<file path="config.mk">
export PLATFORM = sky130hd
export DESIGN_NAME = bmd_top
export DESIGN_NICKNAME = d
export VERILOG_FILES = /design/src/hw/bmd_shifter.v /design/src/hw/bmd_irq.v /design/src/hw/bmd_top.v
export VERILOG_INCLUDE_DIRS = /design/src /design/src/hw
export SDC_FILE = /design/constraint.sdc
export NUM_CORES = 1
export LEC_CHECK = 0
export BUFFER_PORTS_ARGS = -buffer_cell sky130_fd_sc_hd__buf_4
export CORE_ASPECT_RATIO = 1.5
export CORE_MARGIN = 1.5
export CORE_UTILIZATION = 29
export CTS_BUF_LIST = sky130_fd_sc_hd__clkbuf_16
export DETAILED_ROUTE_END_ITERATION = 16
export GPL_TIMING_DRIVEN = 0
export SLEW_MARGIN = 30
export SYNTH_ARGS = -nofsm -noshare
export SYNTH_HDL_FRONTEND = slang
export SYNTH_SLANG_ARGS = --single-unit
</file>
<file path="constraint.sdc">
create_clock -name mclk_i -period 13.3 [get_ports mclk_i]
set_clock_uncertainty 0.15 [all_clocks]
set_input_delay 2.66 -clock mclk_i [delete_from_list [all_inputs] [get_ports mclk_i]]
set_output_delay 2.66 -clock mclk_i [all_outputs]
set_load 0.01 [all_outputs]
</file>
<file path="src/hw/bmd_defs.vh">
// constants for the bit manipulation datapath
`ifndef BMD_DEFS_VH
`define BMD_DEFS_VH

// register word offsets on the software port
`define BMD_REG_CTRL    8'h00
`define BMD_REG_COUNT   8'h01
`define BMD_REG_SRC     8'h02
`define BMD_REG_DST     8'h03
`define BMD_REG_STATUS  8'h04
`define BMD_REG_MASK    8'h05

// control register fields
`define BMD_CTRL_OP_LSB 0
`define BMD_CTRL_OP_MSB 2
`define BMD_CTRL_W32    3
`define BMD_CTRL_PULSE  4
`define BMD_CTRL_SIN    5
`define BMD_CTRL_RESET  16'h0000

// operation codes
`define BMD_OP_PACK     3'h0
`define BMD_OP_UNPACK   3'h1
`define BMD_OP_SHL      3'h2
`define BMD_OP_SHR      3'h3
`define BMD_OP_ROL      3'h4
`define BMD_OP_ROR      3'h5
`define BMD_OP_GRAY     3'h6

// status and mask fields
`define BMD_ST_DONE     0
`define BMD_ST_CERR     1
`define BMD_ST_BUSY     2
`define BMD_ST_SOUT     3
`define BMD_EVT_W       2

// count limits
`define BMD_BYTE_MAX    16'h0100
`define BMD_BITS16      16'h0010
`define BMD_BITS32      16'h0020

`endif

</file>
<file path="src/hw/bmd_shifter.v">
// shift, rotate and gray conversion of one 16 or 32 bit operand
`timescale 1ns/1ps
`include "bmd_defs.vh"

module bmd_shifter (
  input  wire [31:0] data_i,  // operand, upper half zero when 16-bit
  input  wire [5:0]  cnt_i,   // places, 1 to 16 or 1 to 32
  input  wire [2:0]  op_i,    // operation code
  input  wire        w32_i,   // 32-bit operand
  input  wire        sin_i,   // shift-in bit
  output reg  [31:0] res_o,   // result
  output reg         sout_o   // last bit moved out
);

  reg [31:0] wmask;
  reg [63:0] tmp;
  reg [5:0]  wbits;
  reg [5:0]  back;

  // all paths of the datapath in one combinational process
  always @* begin
    wmask = w32_i ? 32'hFFFFFFFF : 32'h0000FFFF;
    wbits = w32_i ? 6'h20 : 6'h10;
    back = wbits - cnt_i;
    tmp = 64'h0;
    res_o = data_i;
    sout_o = 1'b0;
    case (op_i)
      `BMD_OP_SHL: begin
        tmp = {32'h0, data_i} << cnt_i;
        res_o = (tmp[31:0] & wmask) |
                ({32{sin_i}} & wmask & ~(wmask << cnt_i));
        sout_o = w32_i ? tmp[32] : tmp[16];
      end
      `BMD_OP_SHR: begin
        tmp = {data_i, 32'h0} >> cnt_i;
        res_o = tmp[63:32] |
                ({32{sin_i}} & wmask & ~(wmask >> cnt_i));
        sout_o = tmp[31];
      end
      `BMD_OP_ROL: begin
        res_o = ((data_i << cnt_i) | (data_i >> back)) & wmask;
        sout_o = res_o[0];
      end
      `BMD_OP_ROR: begin
        res_o = ((data_i >> cnt_i) | (data_i << back)) & wmask;
        sout_o = w32_i ? res_o[31] : res_o[15];
      end
      `BMD_OP_GRAY: begin
        res_o = (data_i ^ (data_i >> 1)) & wmask;
      end
      default: begin
        res_o = data_i;
      end
    endcase
  end

endmodule

</file>
<file path="src/hw/bmd_irq.v">
// sticky event status, mask and level interrupt
`timescale 1ns/1ps
`include "bmd_defs.vh"

module bmd_irq (
  input  wire                 mclk_i,     // clock
  input  wire                 reset_n_i,  // sync reset, active low
  input  wire [`BMD_EVT_W-1:0] set_i,     // event pulses
  input  wire                 clr_we_i,   // status write strobe
  input  wire [`BMD_EVT_W-1:0] clr_i,     // ones clear bits
  input  wire                 mask_we_i,  // mask write strobe
  input  wire [`BMD_EVT_W-1:0] mask_i,    // new mask
  output reg  [`BMD_EVT_W-1:0] status_o,  // sticky bits
  output reg  [`BMD_EVT_W-1:0] mask_o,    // enable per bit
  output reg                  irq_o       // level interrupt
);

  wire [`BMD_EVT_W-1:0] next_status;

  // a set in the clearing cycle survives
  assign next_status = (status_o & ~({`BMD_EVT_W{clr_we_i}} & clr_i)) |
                       set_i;

  // status, mask and registered interrupt
  always @(posedge mclk_i) begin
    if (!reset_n_i) begin
      status_o <= {`BMD_EVT_W{1'b0}};
      mask_o <= {`BMD_EVT_W{1'b0}};
      irq_o <= 1'b0;
    end else begin
      status_o <= next_status;
      if (mask_we_i) begin
        mask_o <= mask_i;
      end
      irq_o <= |(next_status & (mask_we_i ? mask_i : mask_o));
    end
  end

endmodule

</file>
<file path="src/hw/bmd_top.v">
// bit and byte manipulation datapath with register port
//
// Added by the designer: the plain strobed port and the register offsets.
`timescale 1ns/1ps
`include "bmd_defs.vh"

module bmd_top (
  input  wire        mclk_i,          // 250 MHz clock
  input  wire        reset_n_i,       // sync reset, active low
  input  wire        en_i,            // operation enable
  input  wire [7:0]  reg_addr_i,      // register word address
  input  wire [15:0] reg_wdata_i,     // register write data
  input  wire        reg_we_i,        // register write strobe
  input  wire        reg_re_i,        // register read strobe
  output reg  [15:0] reg_rdata_o,     // read data, one cycle later
  output reg  [15:0] mem_addr_o,      // register file word address
  output reg  [15:0] mem_wdata_o,     // register file write data
  output reg         mem_we_o,        // register file write strobe
  output reg         mem_re_o,        // register file read strobe
  input  wire [15:0] mem_rdata_i,     // read word, cycle after strobe
  output reg         shift_out_bit_o, // last bit shifted out
  output reg         busy_o,          // operation in progress
  output wire        irq_o            // level interrupt
);

  localparam [2:0] ST_IDLE  = 3'h0;
  localparam [2:0] ST_RD    = 3'h1;
  localparam [2:0] ST_RWAIT = 3'h2;
  localparam [2:0] ST_CALC  = 3'h3;
  localparam [2:0] ST_WR    = 3'h4;

  // software registers
  reg [15:0] ctrl;
  reg [15:0] count;
  reg [15:0] src_base;
  reg [15:0] dst_base;

  // sequencer state
  reg [2:0]  state;
  reg [2:0]  op;
  reg        w32;
  reg        sin;
  reg [8:0]  n;
  reg [8:0]  k;
  reg [15:0] src;
  reg [15:0] dst;
  reg [15:0] hold;
  reg [31:0] acc;
  reg [31:0] res;
  reg        en_q;
  reg        evt_done;
  reg        evt_cerr;

  wire [2:0]  ctrl_op;
  wire        ctrl_w32;
  wire        ctrl_pulse;
  wire        start;
  wire        cnt_ok;
  wire        last_k;
  wire        word_last;
  wire        is_shift;
  wire [31:0] sh_res;
  wire        sh_sout;
  wire [`BMD_EVT_W-1:0] status;
  wire [`BMD_EVT_W-1:0] mask;

  // word address base plus step
  function [15:0] step_addr;
    input [15:0] base;
    input [8:0]  off;
    begin
      step_addr = base + {7'h00, off};
    end
  endfunction

  // count is legal for the chosen operation
  function count_legal;
    input [2:0]  f_op;
    input        f_w32;
    input [15:0] f_cnt;
    begin
      if (f_op == `BMD_OP_PACK || f_op == `BMD_OP_UNPACK) begin
        count_legal = (f_cnt != 16'h0000) &&
                      (f_cnt <= `BMD_BYTE_MAX);
      end else if (f_op == `BMD_OP_GRAY) begin
        count_legal = 1'b1;
      end else begin
        count_legal = (f_cnt != 16'h0000) &&
                      (f_cnt <= (f_w32 ? `BMD_BITS32 : `BMD_BITS16));
      end
    end
  endfunction

  assign ctrl_op = ctrl[`BMD_CTRL_OP_MSB:`BMD_CTRL_OP_LSB];
  assign ctrl_w32 = ctrl[`BMD_CTRL_W32];
  assign ctrl_pulse = ctrl[`BMD_CTRL_PULSE];

  // level enable repeats, pulse variant fires on the rising edge
  assign start = ctrl_pulse ? (en_i & ~en_q) : en_i;
  assign cnt_ok = count_legal(ctrl_op, ctrl_w32, count);
  assign last_k = (k == n - 9'h001);
  assign word_last = (k == {8'h00, w32});
  assign is_shift = (op == `BMD_OP_SHL) || (op == `BMD_OP_SHR) ||
                    (op == `BMD_OP_ROL) || (op == `BMD_OP_ROR);

  bmd_shifter u_shifter (
    .data_i (acc),
    .cnt_i  (n[5:0]),
    .op_i   (op),
    .w32_i  (w32),
    .sin_i  (sin),
    .res_o  (sh_res),
    .sout_o (sh_sout)
  );

  bmd_irq u_irq (
    .mclk_i    (mclk_i),
    .reset_n_i (reset_n_i),
    .set_i     ({evt_cerr, evt_done}),
    .clr_we_i  (reg_we_i && reg_addr_i == `BMD_REG_STATUS),
    .clr_i     (reg_wdata_i[`BMD_EVT_W-1:0]),
    .mask_we_i (reg_we_i && reg_addr_i == `BMD_REG_MASK),
    .mask_i    (reg_wdata_i[`BMD_EVT_W-1:0]),
    .status_o  (status),
    .mask_o    (mask),
    .irq_o     (irq_o)
  );

  // software writes to the setup registers
  always @(posedge mclk_i) begin
    if (!reset_n_i) begin
      ctrl <= `BMD_CTRL_RESET;
      count <= 16'h0000;
      src_base <= 16'h0000;
      dst_base <= 16'h0000;
    end else if (reg_we_i) begin
      case (reg_addr_i)
        `BMD_REG_CTRL: ctrl <= reg_wdata_i & 16'h003F;
        `BMD_REG_COUNT: count <= reg_wdata_i;
        `BMD_REG_SRC: src_base <= reg_wdata_i;
        `BMD_REG_DST: dst_base <= reg_wdata_i;
        default: ctrl <= ctrl;
      endcase
    end
  end

  // read data stands the cycle after the strobe, unmapped reads zero
  always @(posedge mclk_i) begin
    if (!reset_n_i) begin
      reg_rdata_o <= 16'h0000;
    end else if (reg_re_i) begin
      case (reg_addr_i)
        `BMD_REG_CTRL: reg_rdata_o <= ctrl;
        `BMD_REG_COUNT: reg_rdata_o <= count;
        `BMD_REG_SRC: reg_rdata_o <= src_base;
        `BMD_REG_DST: reg_rdata_o <= dst_base;
        `BMD_REG_STATUS: reg_rdata_o <= {12'h000, shift_out_bit_o,
                                         busy_o, status};
        `BMD_REG_MASK: reg_rdata_o <= {14'h0000, mask};
        default: reg_rdata_o <= 16'h0000;
      endcase
    end else begin
      reg_rdata_o <= 16'h0000;
    end
  end

  // sequencer over the controller register file
  always @(posedge mclk_i) begin
    if (!reset_n_i) begin
      state <= ST_IDLE;
      op <= `BMD_OP_PACK;
      w32 <= 1'b0;
      sin <= 1'b0;
      n <= 9'h000;
      k <= 9'h000;
      src <= 16'h0000;
      dst <= 16'h0000;
      hold <= 16'h0000;
      acc <= 32'h00000000;
      res <= 32'h00000000;
      en_q <= 1'b0;
      evt_done <= 1'b0;
      evt_cerr <= 1'b0;
      busy_o <= 1'b0;
      shift_out_bit_o <= 1'b0;
      mem_addr_o <= 16'h0000;
      mem_wdata_o <= 16'h0000;
      mem_we_o <= 1'b0;
      mem_re_o <= 1'b0;
    end else begin
      en_q <= en_i;
      evt_done <= 1'b0;
      evt_cerr <= 1'b0;
      mem_we_o <= 1'b0;
      mem_re_o <= 1'b0;
      case (state)
        ST_IDLE: begin
          if (start) begin
            if (!cnt_ok) begin
              evt_cerr <= 1'b1;
            end else begin
              op <= ctrl_op;
              w32 <= ctrl_w32;
              sin <= ctrl[`BMD_CTRL_SIN];
              n <= count[8:0];
              k <= 9'h000;
              src <= src_base;
              dst <= dst_base;
              acc <= 32'h00000000;
              busy_o <= 1'b1;
              state <= ST_RD;
              mem_re_o <= 1'b1;
              if (ctrl_op == `BMD_OP_SHL || ctrl_op == `BMD_OP_SHR ||
                  ctrl_op == `BMD_OP_ROL || ctrl_op == `BMD_OP_ROR) begin
                mem_addr_o <= dst_base;
              end else begin
                mem_addr_o <= src_base;
              end
            end
          end
        end
        ST_RD: begin
          state <= ST_RWAIT;
        end
        ST_RWAIT: begin
          case (op)
            `BMD_OP_PACK: begin
              if (!k[0]) begin
                hold <= {8'h00, mem_rdata_i[7:0]};
                if (last_k) begin
                  mem_wdata_o <= {mem_rdata_i[7:0], 8'h00};
                  mem_addr_o <= step_addr(dst, k >> 1);
                  mem_we_o <= 1'b1;
                  state <= ST_WR;
                end else begin
                  k <= k + 9'h001;
                  mem_addr_o <= step_addr(src, k + 9'h001);
                  mem_re_o <= 1'b1;
                  state <= ST_RD;
                end
              end else begin
                mem_wdata_o <= {hold[7:0], mem_rdata_i[7:0]};
                mem_addr_o <= step_addr(dst, k >> 1);
                mem_we_o <= 1'b1;
                state <= ST_WR;
              end
            end
            `BMD_OP_UNPACK: begin
              hold <= mem_rdata_i;
              mem_wdata_o <= {8'h00, mem_rdata_i[15:8]};
              mem_addr_o <= step_addr(dst, k);
              mem_we_o <= 1'b1;
              state <= ST_WR;
            end
            default: begin
              if (k == 9'h000) begin
                acc[15:0] <= mem_rdata_i;
              end else begin
                acc[31:16] <= mem_rdata_i;
              end
              if (word_last) begin
                state <= ST_CALC;
              end else begin
                k <= k + 9'h001;
                mem_addr_o <= step_addr(is_shift ? dst : src, 9'h001);
                mem_re_o <= 1'b1;
                state <= ST_RD;
              end
            end
          endcase
        end
        ST_CALC: begin
          res <= sh_res;
          if (is_shift) begin
            shift_out_bit_o <= sh_sout;
          end
          k <= 9'h000;
          mem_addr_o <= dst;
          mem_wdata_o <= sh_res[15:0];
          mem_we_o <= 1'b1;
          state <= ST_WR;
        end
        ST_WR: begin
          if (op == `BMD_OP_PACK) begin
            if (last_k) begin
              busy_o <= 1'b0;
              evt_done <= 1'b1;
              state <= ST_IDLE;
            end else begin
              k <= k + 9'h001;
              mem_addr_o <= step_addr(src, k + 9'h001);
              mem_re_o <= 1'b1;
              state <= ST_RD;
            end
          end else if (op == `BMD_OP_UNPACK) begin
            if (last_k) begin
              busy_o <= 1'b0;
              evt_done <= 1'b1;
              state <= ST_IDLE;
            end else if (!k[0]) begin
              k <= k + 9'h001;
              mem_wdata_o <= {8'h00, hold[7:0]};
              mem_addr_o <= step_addr(dst, k + 9'h001);
              mem_we_o <= 1'b1;
            end else begin
              k <= k + 9'h001;
              mem_addr_o <= step_addr(src, (k + 9'h001) >> 1);
              mem_re_o <= 1'b1;
              state <= ST_RD;
            end
          end else begin
            if (word_last) begin
              busy_o <= 1'b0;
              evt_done <= 1'b1;
              state <= ST_IDLE;
            end else begin
              k <= k + 9'h001;
              mem_addr_o <= step_addr(dst, 9'h001);
              mem_wdata_o <= res[31:16];
              mem_we_o <= 1'b1;
            end
          end
        end
        default: begin
          busy_o <= 1'b0;
          state <= ST_IDLE;
        end
      endcase
    end
  end

endmodule

</file>
==> out/results.ini <==
[route]
initialDrtViolationCount=3619
routed_wl_um=217000
wl_per_cell_um=46.8
via_per_inst=6.93
drt-pass1-iter-count=6
vias=32200
drc_errors=0
drt.antenna.violating_nets=0

[clock_tree]
root_buffer=clkbuf_16
htree_levels=1
clkTransAtPathRegs_ns=0.06
clock_latency_ns=0.64
numClockSinks=228
tritoncts=built
cts_made_buffers=27
cts_setup_buffers=0
cts.path.max_buffers=3
cts_resized=0
cts_hold_buf=0

[floorplanning]
num_io_pins=98
die_x_um=243
die_y_um=363
rows=132
initial_core_util_pct=29.2
core_area_um2=86000
die_area_um2=88400

[cells_and_area]
regArea_um2=4560
drive_gt1_share_pct=15.9
fill_cells=9450
syn2layout_area_growth_pct=14.7
final_cell_mix=379 x nand2_1, 332 x nor2_1, 316 x a21oi_1
multiInputGateArea_um2=19300
final_common_cell=nand2_1
fin_area_um2=28800
num-nets-final=3579

[placed_design]
gp_congestion=1.19
numPortBuffers=96
place_area_um2=27600
hpwl_um=168000

[run_status]
outcome=complete, no violations

[pwr]
p_leak_nw=9.84
irDropWorstVdd_v=0.000102
power.density_nw_per_um2=54.0

[synth]
synthCells=3320
synth_seq_cells=228
synth_warnings=0
syn_area_um2=25100
syn_avg_cell_area_um2=7.56
synth_edf_count=0
synthFlopType=dfxtp_1
synth_nets=3433
ys_types=97
yosysSeqAreaShare_pct=18.2
synth-async-reset-ratio_pct=0

[global_routing]
grt.total_usage_pct=48.9
antenna_found_initial=31
grt_pass1_vias=31300
grt_max_degree=15
gr-total-overflow=0
grt_pass1_wl_um=294000

[sta]
drv_slew=0
hold_violations=0
layout_min_cycle_time_ns=7.73
finalSetupTns_ns=0
period_share_pct=58.1
worst_slew_pin_slew_ns=1.31
hold_ws_ns=0.305
rsz0062_at_grt=no
setup_violations=0
relSlewSlack_pct=12.0
max_freq_ghz=0.129

[hold_path]
min_path_type=reg2reg

[setup_path]
endpoint_kind=flop
startpoint_type=flop
worstPathMaxFanout=11
critPathKind=reg2reg
required_ns=13.65
cp_data_arrival_time_ns=8.08
regToRegSetupSlack_ns=5.57

[flow_run]
cap_violations=0

through the flow:
stage               std cells  setup WS, ns  utilization (%)  power [mW]
CTS                      4616          5.89             33.2        1.55
finish                   4645          5.57             33.5        1.56
global route             4627          5.72             33.4        1.58
detailed placement       4568          5.96             32.1       0.768
floorplan                3320          8.55                -       0.723
global placement         4555          5.58             31.7       0.767
final cells by class:
class                           count  share of cell area (%)
Antenna cell                       21                   0.182
Buffer                            340                    5.06
Clock buffer                       27                    2.35
Clock inverter                     21                   0.777
Inverter                           51                   0.665
Multi-Input combinational cell   2701                    67.0
Sequential cell                   228                    15.8
Tap cell                         1139                    4.95
Timing Repair Buffer              117                    3.20
report_power, final:
| part | switching, mW | leakage [nW] | internal [mW] | total [mW] |
|---|---|---|---|---|
| sequential | 0.00119 | 1.84 | 0.684 | 0.685 |
| clock | 0.366 | 0.435 | 0.434 | 0.799 |
| combinational | 0.0552 | 7.57 | 0.0172 | 0.0725 |
| total | 0.422 | 9.84 | 1.13 | 1.56 |
cells in the mapped netlist (54+ instances only):
cell type  number  area share [%]
mux2i_1       177             7.1
xnor2_1        72             2.5
mux4_2        129              12
clkbuf_1      243             3.6
nor3_1         75             1.5
nand2_1       379             5.7
nor2_1        336             5.0
xor2_1         58             2.0
buf_2          54             1.1
ha_1           63             3.1
dfxtp_1       228              18
nand3_1       157             3.1
mux2_2         57             2.6
a21oi_1       321             6.4
o21ai_0       201             4.0
final timing paths:
check | from | end | cells after the start
max | n[0]$_SDFFE_PN0P_ | res[27]$_SDFFE_PN0P_ | 18
min | mem_wdata_o[10]$_SDFFE_PN0P_ | mem_wdata_o[10]$_SDFFE_PN0P_ | 2
max reg2reg | n[0]$_SDFFE_PN0P_ | res[27]$_SDFFE_PN0P_ | 18
min reg2reg | mem_wdata_o[10]$_SDFFE_PN0P_ | mem_wdata_o[10]$_SDFFE_PN0P_ | 2
layer usage:
layer	GRT usage [%]	wire length (um)	vias to the layer above
li1	-	-	12600
met1	45.5	67500	15700
met2	76.4	96100	2538
met3	19.8	21000	1295
met4	56.9	32600	10
met5	0.545	105	-
state kept, by name, indices dropped and copies added (netlist names), 16 cells and up:
register,cells
dst_base,16
res,16
acc,32
src,16
mem_wdata_o,16
count,16
mem_addr_o,16
src_base,16
dst,16
reg_rdata_o,16
cell families after synthesis:
| group | count (synthesis) | synth area share [%] |
|---|---|---|
| AND/OR/NAND/NOR | 1161 | 21.2 |
| AO/OA/AOI/OAI | 975 | 24.9 |
| buffers and inverters | 391 | 6.38 |
| multiplexers | 363 | 21.2 |
| flip-flops | 228 | 18.2 |
| XOR/XNOR | 130 | 4.53 |
| adder cells (fa/ha/maj) | 72 | 3.70 |
worst max-delay path: stages (launching register included):
cell and delay, ns:
dfxtp_1 0.33, buf_4 0.27, buf_6 0.24, buf_6 0.22, clkinv_1 0.39, buf_1 0.62, buf_2 0.50, ha_1 0.38
ha_1 0.33, clkbuf_1 0.60, buf_2 0.46, buf_1 0.55, mux4_2 0.34, mux2i_1 0.22, mux2i_1 0.64, a22oi_1 0.15
a21oi_1 0.65, a311oi_1 0.15, o41ai_1 0.33
(Power assumes the default switching activity.)
